===== src/led_ctrl_pkg.sv =====
// Package with register map, field layout, reset values and timing constants.
package led_ctrl_pkg;

  // ==========================================================================
  // Register map
  localparam logic [7:0] ADDR_DUTY = 8'h02;
  localparam logic [7:0] ADDR_SCAN = 8'h03;
  localparam logic [7:0] ADDR_CFG  = 8'h04;

  // ==========================================================================
  // Field layout
  localparam int CFG_RUN_BIT     = 0;
  localparam int CFG_VARIANT_BIT = 1;
  localparam int CFG_CLEAR_BIT   = 5;
  localparam int SCAN_W          = 2;
  localparam int DUTY_W          = 6;
  localparam int DIGITS          = 4;
  localparam int GROUPS          = 2 * DIGITS;

  // ==========================================================================
  // Reset values
  localparam logic              RUN_RESET  = 1'b0;
  localparam logic [SCAN_W-1:0] SCAN_RESET = 2'h3;
  localparam logic [DUTY_W-1:0] DUTY_RESET = 6'h03;
  localparam logic [7:0]        READ_NONE  = 8'h00;

  // ==========================================================================
  // PWM steps
  localparam logic [DUTY_W-1:0] STEP_FIRST = 6'h00;
  localparam logic [DUTY_W-1:0] STEP_LAST  = 6'h3f;
  localparam logic [DUTY_W-1:0] DUTY_CAP   = 6'h3e;

  // ==========================================================================
  // Timing
  localparam int CLK_PERIOD_NS = 10;
  localparam int STEP_TIME_NS  = 5000;
  localparam int STEP_CYCLES   = (STEP_TIME_NS + CLK_PERIOD_NS - 1) / CLK_PERIOD_NS;

  // ==========================================================================
  // Decoding
  function automatic logic [GROUPS-1:0] group_mask(input logic [SCAN_W-1:0] limit);
    logic [GROUPS-1:0] mask;
    mask = '0;
    for (int i = 0; i < DIGITS; i++)
    begin
      if (i <= int'(limit))
      begin
        mask[i]          = 1'b1;
        mask[i + DIGITS] = 1'b1;
      end
    end
    return mask;
  endfunction

  function automatic logic [DIGITS-1:0] digit_onehot(input logic [SCAN_W-1:0] digit);
    logic [DIGITS-1:0] hot;
    hot = '0;
    hot[digit] = 1'b1;
    return hot;
  endfunction

endpackage


===== src/scan_if.sv =====
// Interface carrying the multiplex slot state from the slot timer to its users.
`timescale 1ns/10ps
interface scan_if;
  logic [led_ctrl_pkg::DUTY_W-1:0] step;
  logic [led_ctrl_pkg::SCAN_W-1:0] digit;
  logic [led_ctrl_pkg::SCAN_W-1:0] scan;
  logic [led_ctrl_pkg::DUTY_W-1:0] duty;
  logic                            running;

  modport timer (output step, output digit, output scan, output duty, output running);
  modport gate  (input step, input digit, input scan, input duty, input running);
endinterface


===== src/led_display_control_regs.sv =====
// Control registers and multiplex scan timing of the LED display driver.
`timescale 1ns/10ps
module led_display_control_regs #(
  parameter int         STEP_CYCLES = led_ctrl_pkg::STEP_CYCLES,
  parameter logic       VARIANT     = 1'b0
) (
  // Clock and reset
  input  wire logic                            clk_i,
  input  wire logic                            rstn_i,
  // Register write port
  input  wire logic                            wr_en_i,
  input  wire logic [7:0]                      wr_addr_i,
  input  wire logic [7:0]                      wr_data_i,
  // Register read port
  input  wire logic                            rd_en_i,
  input  wire logic [7:0]                      rd_addr_i,
  output logic      [7:0]                      rd_data_o,
  output logic                                 rd_valid_o,
  output logic                                 addr_err_o,
  // Settings seen by the rest of the device
  output logic                                 shutdown_o,
  output logic [led_ctrl_pkg::SCAN_W-1:0]      scan_limit_o,
  output logic [led_ctrl_pkg::DUTY_W-1:0]      duty_o,
  output logic                                 clear_data_o,
  // Multiplex drive
  output logic [led_ctrl_pkg::DIGITS-1:0]      digit_drive_o,
  output logic [led_ctrl_pkg::GROUPS-1:0]      seg_group_en_o,
  output logic                                 seg_pwm_on_o,
  output logic [led_ctrl_pkg::GROUPS-1:0]      key_sample_en_o
);

  // ==========================================================================
  // Reset release
  // Release reaches the logic two edges late, so no flop sees a runt reset edge.
  logic rst_meta_reg;
  logic rst_sync_reg;

  always_ff @(posedge clk_i or negedge rstn_i)
  begin
    if (!rstn_i)
    begin
      rst_meta_reg <= 1'b0;
      rst_sync_reg <= 1'b0;
    end
    else
    begin
      rst_meta_reg <= 1'b1;
      rst_sync_reg <= rst_meta_reg;
    end
  end

  // ==========================================================================
  // Register decode
  // Only three codes are mapped; every other code is refused and flagged.
  function automatic logic is_mapped(input logic [7:0] addr);
    return (addr == led_ctrl_pkg::ADDR_DUTY) || (addr == led_ctrl_pkg::ADDR_SCAN)
           || (addr == led_ctrl_pkg::ADDR_CFG);
  endfunction

  // ==========================================================================
  // Control registers
  logic                            run_reg;
  logic                            run_next;
  logic [led_ctrl_pkg::SCAN_W-1:0] scan_reg;
  logic [led_ctrl_pkg::SCAN_W-1:0] scan_next;
  logic [led_ctrl_pkg::DUTY_W-1:0] duty_reg;
  logic [led_ctrl_pkg::DUTY_W-1:0] duty_next;
  logic                            clear_reg;
  logic                            clear_next;

  always_comb
  begin
    run_next   = run_reg;
    scan_next  = scan_reg;
    duty_next  = duty_reg;
    clear_next = 1'b0;
    if (wr_en_i)
    begin
      case (wr_addr_i)
        led_ctrl_pkg::ADDR_CFG:
        begin
          // Variant bit and the ignored bits are dropped here.
          run_next   = wr_data_i[led_ctrl_pkg::CFG_RUN_BIT];
          // Clear is a one-cycle action and never reads back.
          clear_next = wr_data_i[led_ctrl_pkg::CFG_CLEAR_BIT];
        end
        led_ctrl_pkg::ADDR_SCAN:
        begin
          scan_next = wr_data_i[led_ctrl_pkg::SCAN_W-1:0];
        end
        led_ctrl_pkg::ADDR_DUTY:
        begin
          duty_next = wr_data_i[led_ctrl_pkg::DUTY_W-1:0];
        end
        default:
        begin
          run_next = run_reg;
        end
      endcase
    end
  end

  always_ff @(posedge clk_i or negedge rst_sync_reg)
  begin
    if (!rst_sync_reg)
    begin
      run_reg   <= led_ctrl_pkg::RUN_RESET;
      scan_reg  <= led_ctrl_pkg::SCAN_RESET;
      duty_reg  <= led_ctrl_pkg::DUTY_RESET;
      clear_reg <= 1'b0;
    end
    else
    begin
      run_reg   <= run_next;
      scan_reg  <= scan_next;
      duty_reg  <= duty_next;
      clear_reg <= clear_next;
    end
  end

  // ==========================================================================
  // Shutdown flag
  // A flop of its own, so the pin never shows an inverter after the register.
  logic halt_reg;
  logic halt_next;

  always_comb
  begin
    halt_next = !run_next;
  end

  always_ff @(posedge clk_i or negedge rst_sync_reg)
  begin
    if (!rst_sync_reg)
    begin
      halt_reg <= !led_ctrl_pkg::RUN_RESET;
    end
    else
    begin
      halt_reg <= halt_next;
    end
  end

  // ==========================================================================
  // Read port
  // Unmapped codes read as zero; the read data holds its value between reads.
  logic [7:0] rdata_reg;
  logic [7:0] rdata_next;
  logic       rvalid_reg;
  logic       rvalid_next;
  logic       err_reg;
  logic       err_next;

  always_comb
  begin
    rdata_next  = rdata_reg;
    rvalid_next = rd_en_i;
    err_next    = (rd_en_i && !is_mapped(rd_addr_i)) || (wr_en_i && !is_mapped(wr_addr_i));
    if (rd_en_i)
    begin
      rdata_next = led_ctrl_pkg::READ_NONE;
      case (rd_addr_i)
        led_ctrl_pkg::ADDR_CFG:
        begin
          rdata_next[led_ctrl_pkg::CFG_RUN_BIT]     = run_reg;
          rdata_next[led_ctrl_pkg::CFG_VARIANT_BIT] = VARIANT;
        end
        led_ctrl_pkg::ADDR_SCAN:
        begin
          rdata_next[led_ctrl_pkg::SCAN_W-1:0] = scan_reg;
        end
        led_ctrl_pkg::ADDR_DUTY:
        begin
          rdata_next[led_ctrl_pkg::DUTY_W-1:0] = duty_reg;
        end
        default:
        begin
          rdata_next = led_ctrl_pkg::READ_NONE;
        end
      endcase
    end
  end

  always_ff @(posedge clk_i or negedge rst_sync_reg)
  begin
    if (!rst_sync_reg)
    begin
      rdata_reg  <= led_ctrl_pkg::READ_NONE;
      rvalid_reg <= 1'b0;
      err_reg    <= 1'b0;
    end
    else
    begin
      rdata_reg  <= rdata_next;
      rvalid_reg <= rvalid_next;
      err_reg    <= err_next;
    end
  end

  // ==========================================================================
  // Multiplex timing
  // While running, settings enter the timer only at a slot edge, so a rewrite never cuts a pulse.
  scan_if scan_bus ();

  logic                            seg_on;
  logic [led_ctrl_pkg::DIGITS-1:0] digit_on;
  logic [led_ctrl_pkg::GROUPS-1:0] group_on;

  slot_timer #(
    .STEP_CYCLES (STEP_CYCLES)
  ) u_timer (
    .clk_i      (clk_i),
    .rst_n_i    (rst_sync_reg),
    .run_i      (run_reg),
    .scan_req_i (scan_reg),
    .duty_req_i (duty_reg),
    .sb         (scan_bus)
  );

  pwm_gate u_gate (
    .sb         (scan_bus),
    .seg_on_o   (seg_on),
    .digit_on_o (digit_on),
    .group_on_o (group_on)
  );

  // ==========================================================================
  // Drive outputs
  logic [led_ctrl_pkg::DIGITS-1:0] digit_reg;
  logic [led_ctrl_pkg::DIGITS-1:0] digit_next;
  logic [led_ctrl_pkg::GROUPS-1:0] group_reg;
  logic [led_ctrl_pkg::GROUPS-1:0] group_next;
  logic                            pwm_reg;
  logic                            pwm_next;
  logic [led_ctrl_pkg::GROUPS-1:0] key_reg;
  logic [led_ctrl_pkg::GROUPS-1:0] key_next;

  always_comb
  begin
    // Shutdown blanks everything, including the key sampling windows.
    digit_next = digit_on;
    group_next = group_on;
    pwm_next   = seg_on;
    // Keys share the segment group enables, so only digits inside the scan limit can sample them.
    key_next   = group_on;
    if (!run_reg)
    begin
      // A stopped timer already shows no slot; this keeps shutdown dark on its own.
      digit_next = '0;
      group_next = '0;
      pwm_next   = 1'b0;
      key_next   = '0;
    end
  end

  always_ff @(posedge clk_i or negedge rst_sync_reg)
  begin
    if (!rst_sync_reg)
    begin
      digit_reg <= '0;
      group_reg <= '0;
      pwm_reg   <= 1'b0;
      key_reg   <= '0;
    end
    else
    begin
      digit_reg <= digit_next;
      group_reg <= group_next;
      pwm_reg   <= pwm_next;
      key_reg   <= key_next;
    end
  end

  assign rd_data_o       = rdata_reg;
  assign rd_valid_o      = rvalid_reg;
  assign addr_err_o      = err_reg;
  assign shutdown_o      = halt_reg;
  assign scan_limit_o    = scan_reg;
  assign duty_o          = duty_reg;
  assign clear_data_o    = clear_reg;
  assign digit_drive_o   = digit_reg;
  assign seg_group_en_o  = group_reg;
  assign seg_pwm_on_o    = pwm_reg;
  assign key_sample_en_o = key_reg;

endmodule


===== src/pwm_gate.sv =====
// PWM comparator and drive enables for the current multiplex slot.
`timescale 1ns/10ps
module pwm_gate (
  // Slot state
  scan_if.gate                                 sb,
  // Drive enables
  output logic                                 seg_on_o,
  output logic [led_ctrl_pkg::DIGITS-1:0]      digit_on_o,
  output logic [led_ctrl_pkg::GROUPS-1:0]      group_on_o
);

  logic [led_ctrl_pkg::DUTY_W-1:0] duty_eff;

  always_comb
  begin
    // Codes above the cap give the same on time as the cap.
    if (sb.duty > led_ctrl_pkg::DUTY_CAP)
    begin
      duty_eff = led_ctrl_pkg::DUTY_CAP;
    end
    else
    begin
      duty_eff = sb.duty;
    end
    // Last step of every slot stays dark as interdigit blanking.
    seg_on_o   = sb.running && (sb.step <= duty_eff)
                 && (sb.step != led_ctrl_pkg::STEP_LAST);
    digit_on_o = sb.running ? led_ctrl_pkg::digit_onehot(sb.digit) : '0;
    group_on_o = sb.running ? led_ctrl_pkg::group_mask(sb.scan) : '0;
  end

endmodule


===== src/slot_timer.sv =====
// Step divider, PWM step counter and digit counter with slot-boundary latching.
`timescale 1ns/10ps
module slot_timer #(
  parameter int STEP_CYCLES = led_ctrl_pkg::STEP_CYCLES,
  parameter int DIV_W       = $clog2(STEP_CYCLES + 1)
) (
  // Clock and reset
  input  wire logic                            clk_i,
  input  wire logic                            rst_n_i,
  // Requested settings
  input  wire logic                            run_i,
  input  wire logic [led_ctrl_pkg::SCAN_W-1:0] scan_req_i,
  input  wire logic [led_ctrl_pkg::DUTY_W-1:0] duty_req_i,
  // Slot state
  scan_if.timer                                sb
);

  logic [DIV_W-1:0]                div_reg;
  logic [DIV_W-1:0]                div_next;
  logic [led_ctrl_pkg::DUTY_W-1:0] step_reg;
  logic [led_ctrl_pkg::DUTY_W-1:0] step_next;
  logic [led_ctrl_pkg::SCAN_W-1:0] digit_reg;
  logic [led_ctrl_pkg::SCAN_W-1:0] digit_next;
  logic [led_ctrl_pkg::SCAN_W-1:0] scan_reg;
  logic [led_ctrl_pkg::SCAN_W-1:0] scan_next;
  logic [led_ctrl_pkg::DUTY_W-1:0] duty_reg;
  logic [led_ctrl_pkg::DUTY_W-1:0] duty_next;
  logic                            run_reg;
  logic                            tick;

  // ==========================================================================
  // Next state
  always_comb
  begin
    tick       = (div_reg == DIV_W'(STEP_CYCLES - 1));
    div_next   = div_reg;
    step_next  = step_reg;
    digit_next = digit_reg;
    scan_next  = scan_reg;
    duty_next  = duty_reg;
    if (!run_i)
    begin
      // Stopped: no slot is in flight, so settings may follow at once.
      div_next   = '0;
      step_next  = led_ctrl_pkg::STEP_FIRST;
      digit_next = '0;
      scan_next  = scan_req_i;
      duty_next  = duty_req_i;
    end
    else if (tick)
    begin
      div_next = '0;
      if (step_reg == led_ctrl_pkg::STEP_LAST)
      begin
        step_next = led_ctrl_pkg::STEP_FIRST;
        // Wrap against the new limit so a shrink never scans a dropped digit.
        if (digit_reg >= scan_req_i)
        begin
          digit_next = '0;
        end
        else
        begin
          digit_next = digit_reg + 2'h1;
        end
        scan_next = scan_req_i;
        duty_next = duty_req_i;
      end
      else
      begin
        step_next = step_reg + 6'h01;
      end
    end
    else
    begin
      div_next = div_reg + DIV_W'(1);
    end
  end

  // ==========================================================================
  // Registers
  always_ff @(posedge clk_i or negedge rst_n_i)
  begin
    if (!rst_n_i)
    begin
      div_reg   <= '0;
      step_reg  <= led_ctrl_pkg::STEP_FIRST;
      digit_reg <= '0;
      scan_reg  <= led_ctrl_pkg::SCAN_RESET;
      duty_reg  <= led_ctrl_pkg::DUTY_RESET;
      run_reg   <= 1'b0;
    end
    else
    begin
      div_reg   <= div_next;
      step_reg  <= step_next;
      digit_reg <= digit_next;
      scan_reg  <= scan_next;
      duty_reg  <= duty_next;
      run_reg   <= run_i;
    end
  end

  assign sb.step    = step_reg;
  assign sb.digit   = digit_reg;
  assign sb.scan    = scan_reg;
  assign sb.duty    = duty_reg;
  assign sb.running = run_reg & run_i;

endmodule

===== config.mk =====
export PLATFORM = sky130hd
export DESIGN_NAME = led_display_control_regs
export DESIGN_NICKNAME = d
export VERILOG_FILES = /design/src/led_ctrl_pkg.sv /design/src/scan_if.sv /design/src/led_display_control_regs.sv /design/src/pwm_gate.sv /design/src/slot_timer.sv
export SDC_FILE = /design/constraint.sdc
export NUM_CORES = 1
export LEC_CHECK = 0
export ABC_AREA = 1
export BUFFER_PORTS_ARGS = -buffer_cell sky130_fd_sc_hd__buf_4
export CORE_UTILIZATION = 48
export DETAILED_ROUTE_END_ITERATION = 8
export PLACE_DENSITY_LB_ADDON = 0.25
export SYNTH_ARGS = -nofsm -noshare
export SYNTH_HDL_FRONTEND = slang
export SYNTH_SLANG_ARGS = --single-unit

===== constraint.sdc =====
create_clock -name clk_i -period 1.8 [get_ports clk_i]
set_clock_uncertainty 0.15 [all_clocks]
set_input_delay 0.36 -clock clk_i [delete_from_list [all_inputs] [get_ports clk_i]]
set_output_delay 0.36 -clock clk_i [all_outputs]
set_load 0.005 [all_outputs]

==> qor.json <==
{
  "critical_path": {
    "setup.worst_path.end": "u_timer.sb.digit[1]",
    "logic_depth_of_the_worst_register_to_register_path": 7,
    "cp-start-kind": "flip-flop",
    "regToRegSetupSlack_ns": 0.09,
    "crit_path_end_kind": "flip-flop",
    "timing.critical_path.from": "u_timer.div_reg[0]",
    "crit-reg2reg-launch": "u_timer.div_reg[0]",
    "timing_worst_setup_path_type": "reg -> reg",
    "worst_r2r_endpoint": "u_timer.sb.digit[1]",
    "cp.required_ns": 1.89,
    "critical_path_arrival_ns": 1.80,
    "crit_path_max_fanout": 9
  },
  "cells_and_area": {
    "largest_reg_flops": 9,
    "area_growth_syn_to_layout_pct": 22.15,
    "layout-drive-gt1-share_pct": 24.45,
    "mostFrequentLayoutCells": "sky130_fd_sc_hd__nand2_1 (87), sky130_fd_sc_hd__buf_4 (75), sky130_fd_sc_hd__dfrtp_1 (46)",
    "stdcell_area_um2": 3485,
    "final_net_count": 450,
    "n_antenna_cell": 0,
    "most_common_cell_after_layout_fill_and_taps_aside": "sky130_fd_sc_hd__nand2_1"
  },
  "grt": {
    "grt_max_degree": 32,
    "grt_overflow": 0,
    "grt_first_pass_wirelength_mm": 9.335,
    "number_of_global_route_vias_before_repair": 2146,
    "number_of_antenna_violations_at_the_first_check_in_global_routing": 0,
    "global_route.usage.total_pct": 19.44
  },
  "clocking": {
    "cts.htree.levels": 2,
    "cts_tree": "done",
    "clock_tree.root_cell": "sky130_fd_sc_hd__clkbuf_8",
    "cts.reportedPaths.clkPinSlew_ns": 0.09,
    "numCtsBuffers": 5,
    "cts.path.max_buffers": 2,
    "clock_latency_ns": 0.30,
    "clkSinkCount": 56
  },
  "timing": {
    "hold_viol_final": 0,
    "grt_setup_unrepaired": "no",
    "max_freq_ghz": 0.5844,
    "fin_crit_sh_pct": 95.06,
    "fin_setup_tns_ns": 0,
    "tmin_final_ns": 1.711,
    "slew_viol_final": 0,
    "setup_viol": 0
  },
  "pwr": {
    "power.share.clock_pct": 29.8,
    "power_leakage_nw": 1.810,
    "power.share.switching_pct": 23.83,
    "worst_ir_drop_vdd_mv": 0.3927,
    "power.combinational.fraction_pct": 9.7,
    "power.density_cell_area_nw_per_um2": 629.0,
    "power.net_switching_mw": 0.5223,
    "intPower_mw": 1.669,
    "share_seq_of_total_power_pct": 60.5
  },
  "drt": {
    "route.vias.total": 2308,
    "met3_length_um": 250,
    "drtIter0Drc": 93,
    "wl_met1_mm": 2.386,
    "routed_via_density": 4.798,
    "met2_routed_length_mm": 2.817,
    "drt_pre_antenna_iters": 4,
    "post_drt_wl_per_cell_um": 11.53,
    "routed_wirelength_mm": 5.546,
    "number_of_nets_with_antenna_violations_after_routing": 0,
    "highest-signal-layer": "met4",
    "remaining_drc_errors": 0
  },
  "flow_run": {
    "maxcap_viol_count": 0
  },
  "floorplanning": {
    "initial_utilization_pct": 50.87,
    "fp.dieH_um": 79.09,
    "core-area_um2": 5608,
    "floorplan.die_area_um2": 6255,
    "io_pins": 69,
    "die_width_um": 79.09,
    "num_rows": 27
  },
  "synth": {
    "synth_seq_area_share_pct": 49.52,
    "syn_area_um2": 2853,
    "synth_cells": 344,
    "per_instance_average_area_after_synthesis_um2": 8.293,
    "synth_unique_cells": 28,
    "synthesized_flop_and_latch_total": 56,
    "synth-warning-count": 0
  },
  "placement": {
    "place.gp.congestion": 0.8141,
    "hpwl_mm": 4.286,
    "port_buffers": 64,
    "post_detailed_placement_cell_area_um2": 3357
  },
  "outcome": {
    "run_status": "finished, final reports clean"
  },
  "hold_path": {
    "timing.hold.worst.class": "reg -> async"
  }
}
kinds of logic after synthesis:
| family | after synthesis | share of synthesized area (%) |
|---|---|---|
| xor gates and xnor gates | 4 | 1.228 |
| DFF | 56 | 49.52 |
| buffers and inverters | 62 | 10.70 |
| and+or+nand+nor | 186 | 28.46 |
| adders and majority gates | 14 | 6.140 |
| other | 2 | 0.2633 |
| AOI/OAI and AO/OA | 20 | 3.684 |
power groups by stage:
stage / Clock, mW / Sequential, mW / Combinational (mW)
floorplan: 0 / 1.35 / 0.101
global placement: 0 / 1.35 / 0.202
detailed placement: 0 / 1.35 / 0.207
CTS: 0.667 / 1.33 / 0.209
global route: 0.726 / 1.33 / 0.241
finish: 0.654 / 1.33 / 0.212
how the worst min path moves through the flow:
stage | startpoint | end | slack [ns]
2_1_floorplan | rstn_i | rst_meta_reg | -0.09
6_report | rst_sync_reg | u_timer.sb.duty[4] | 0.02
4_1_cts | rst_sync_reg | u_timer.sb.duty[4] | 0.03
3_5_place_dp | rstn_i | rst_meta_reg | -0.006
3_3_place_gp | rstn_i | rst_meta_reg | -0.007
5_1_grt | rst_sync_reg | u_timer.sb.duty[4] | 0.05
routing by layer:
| layer | track usage, % | up-vias |
|---|---|---|
| li1 | - | 1188 |
| met1 | 22.82 | 1051 |
| met2 | 35.78 | 61 |
| met3 | 3.218 | 8 |
| met4 | 6.364 | 0 |
| met5 | 0 | - |
critical path: stages, from the launching register on:
cell	delay, ns
sky130_fd_sc_hd__dfrtp_1	0.38
sky130_fd_sc_hd__ha_1	0.22
sky130_fd_sc_hd__nor3b_4	0.24
sky130_fd_sc_hd__nand3_4	0.16
sky130_fd_sc_hd__nand2_4	0.14
sky130_fd_sc_hd__buf_4	0.15
sky130_fd_sc_hd__nand3_1	0.11
sky130_fd_sc_hd__nand2_1	0.10
Yosys cell counts, drive strengths merged:
library cell	count	area [um2]
nand2	91	354.1
nor2	44	175.2
nor3	3	15.01
xor2	2	17.52
nor3b	1	12.51
a21oi	4	20.02
nand3b	1	7.510
dfstp	9	236.5
dfrtp	47	1176
ha	14	175.2
clkbuf	1	3.750
xnor2	2	17.52
buf	20	147.6
o21bai	1	7.510
o21ai	14	70.06
conb	2	7.510
nand3	42	222.7
nand4	4	25.02
o21a	1	7.510
inv	41	153.9
per-stage QoR:
stage,power [mW],std cells,hold slack (ns),worst slack [ns],util (%)
6_report,2.192,481,0.01913,0.08887,62.14
5_1_grt,2.298,481,0.04931,0.003194,62.14
4_1_cts,2.203,478,0.02673,0.03383,61.49
3_5_place_dp,1.557,469,-0.006285,0.06457,59.86
3_3_place_gp,1.552,469,-0.007340,0.1318,59.86
2_1_floorplan,1.453,345,-0.08559,0.3012,-
area by class of cell:
type,instances,area [um2]
fill,517,2123
clock inverter,1,5.005
multi-input combinational,227,1152
timing repair buffer,77,593.1
tap,72,90.09
sequential,56,1414
clock buffer,7,76.32
inverter,41,153.9
what timing repair did:
| item | CTS | global route |
|---|---|---|
| endpoints found under the hold margin | 2 | 0 |
| buffers inserted | 0 | 3 |
| hold buffers | 1 | 0 |
| setup endpoints to repair | 0 | 13 |
| gates resized for setup | 0 | 3 |
No activity file was read; power rests on OpenSTA's default activity.
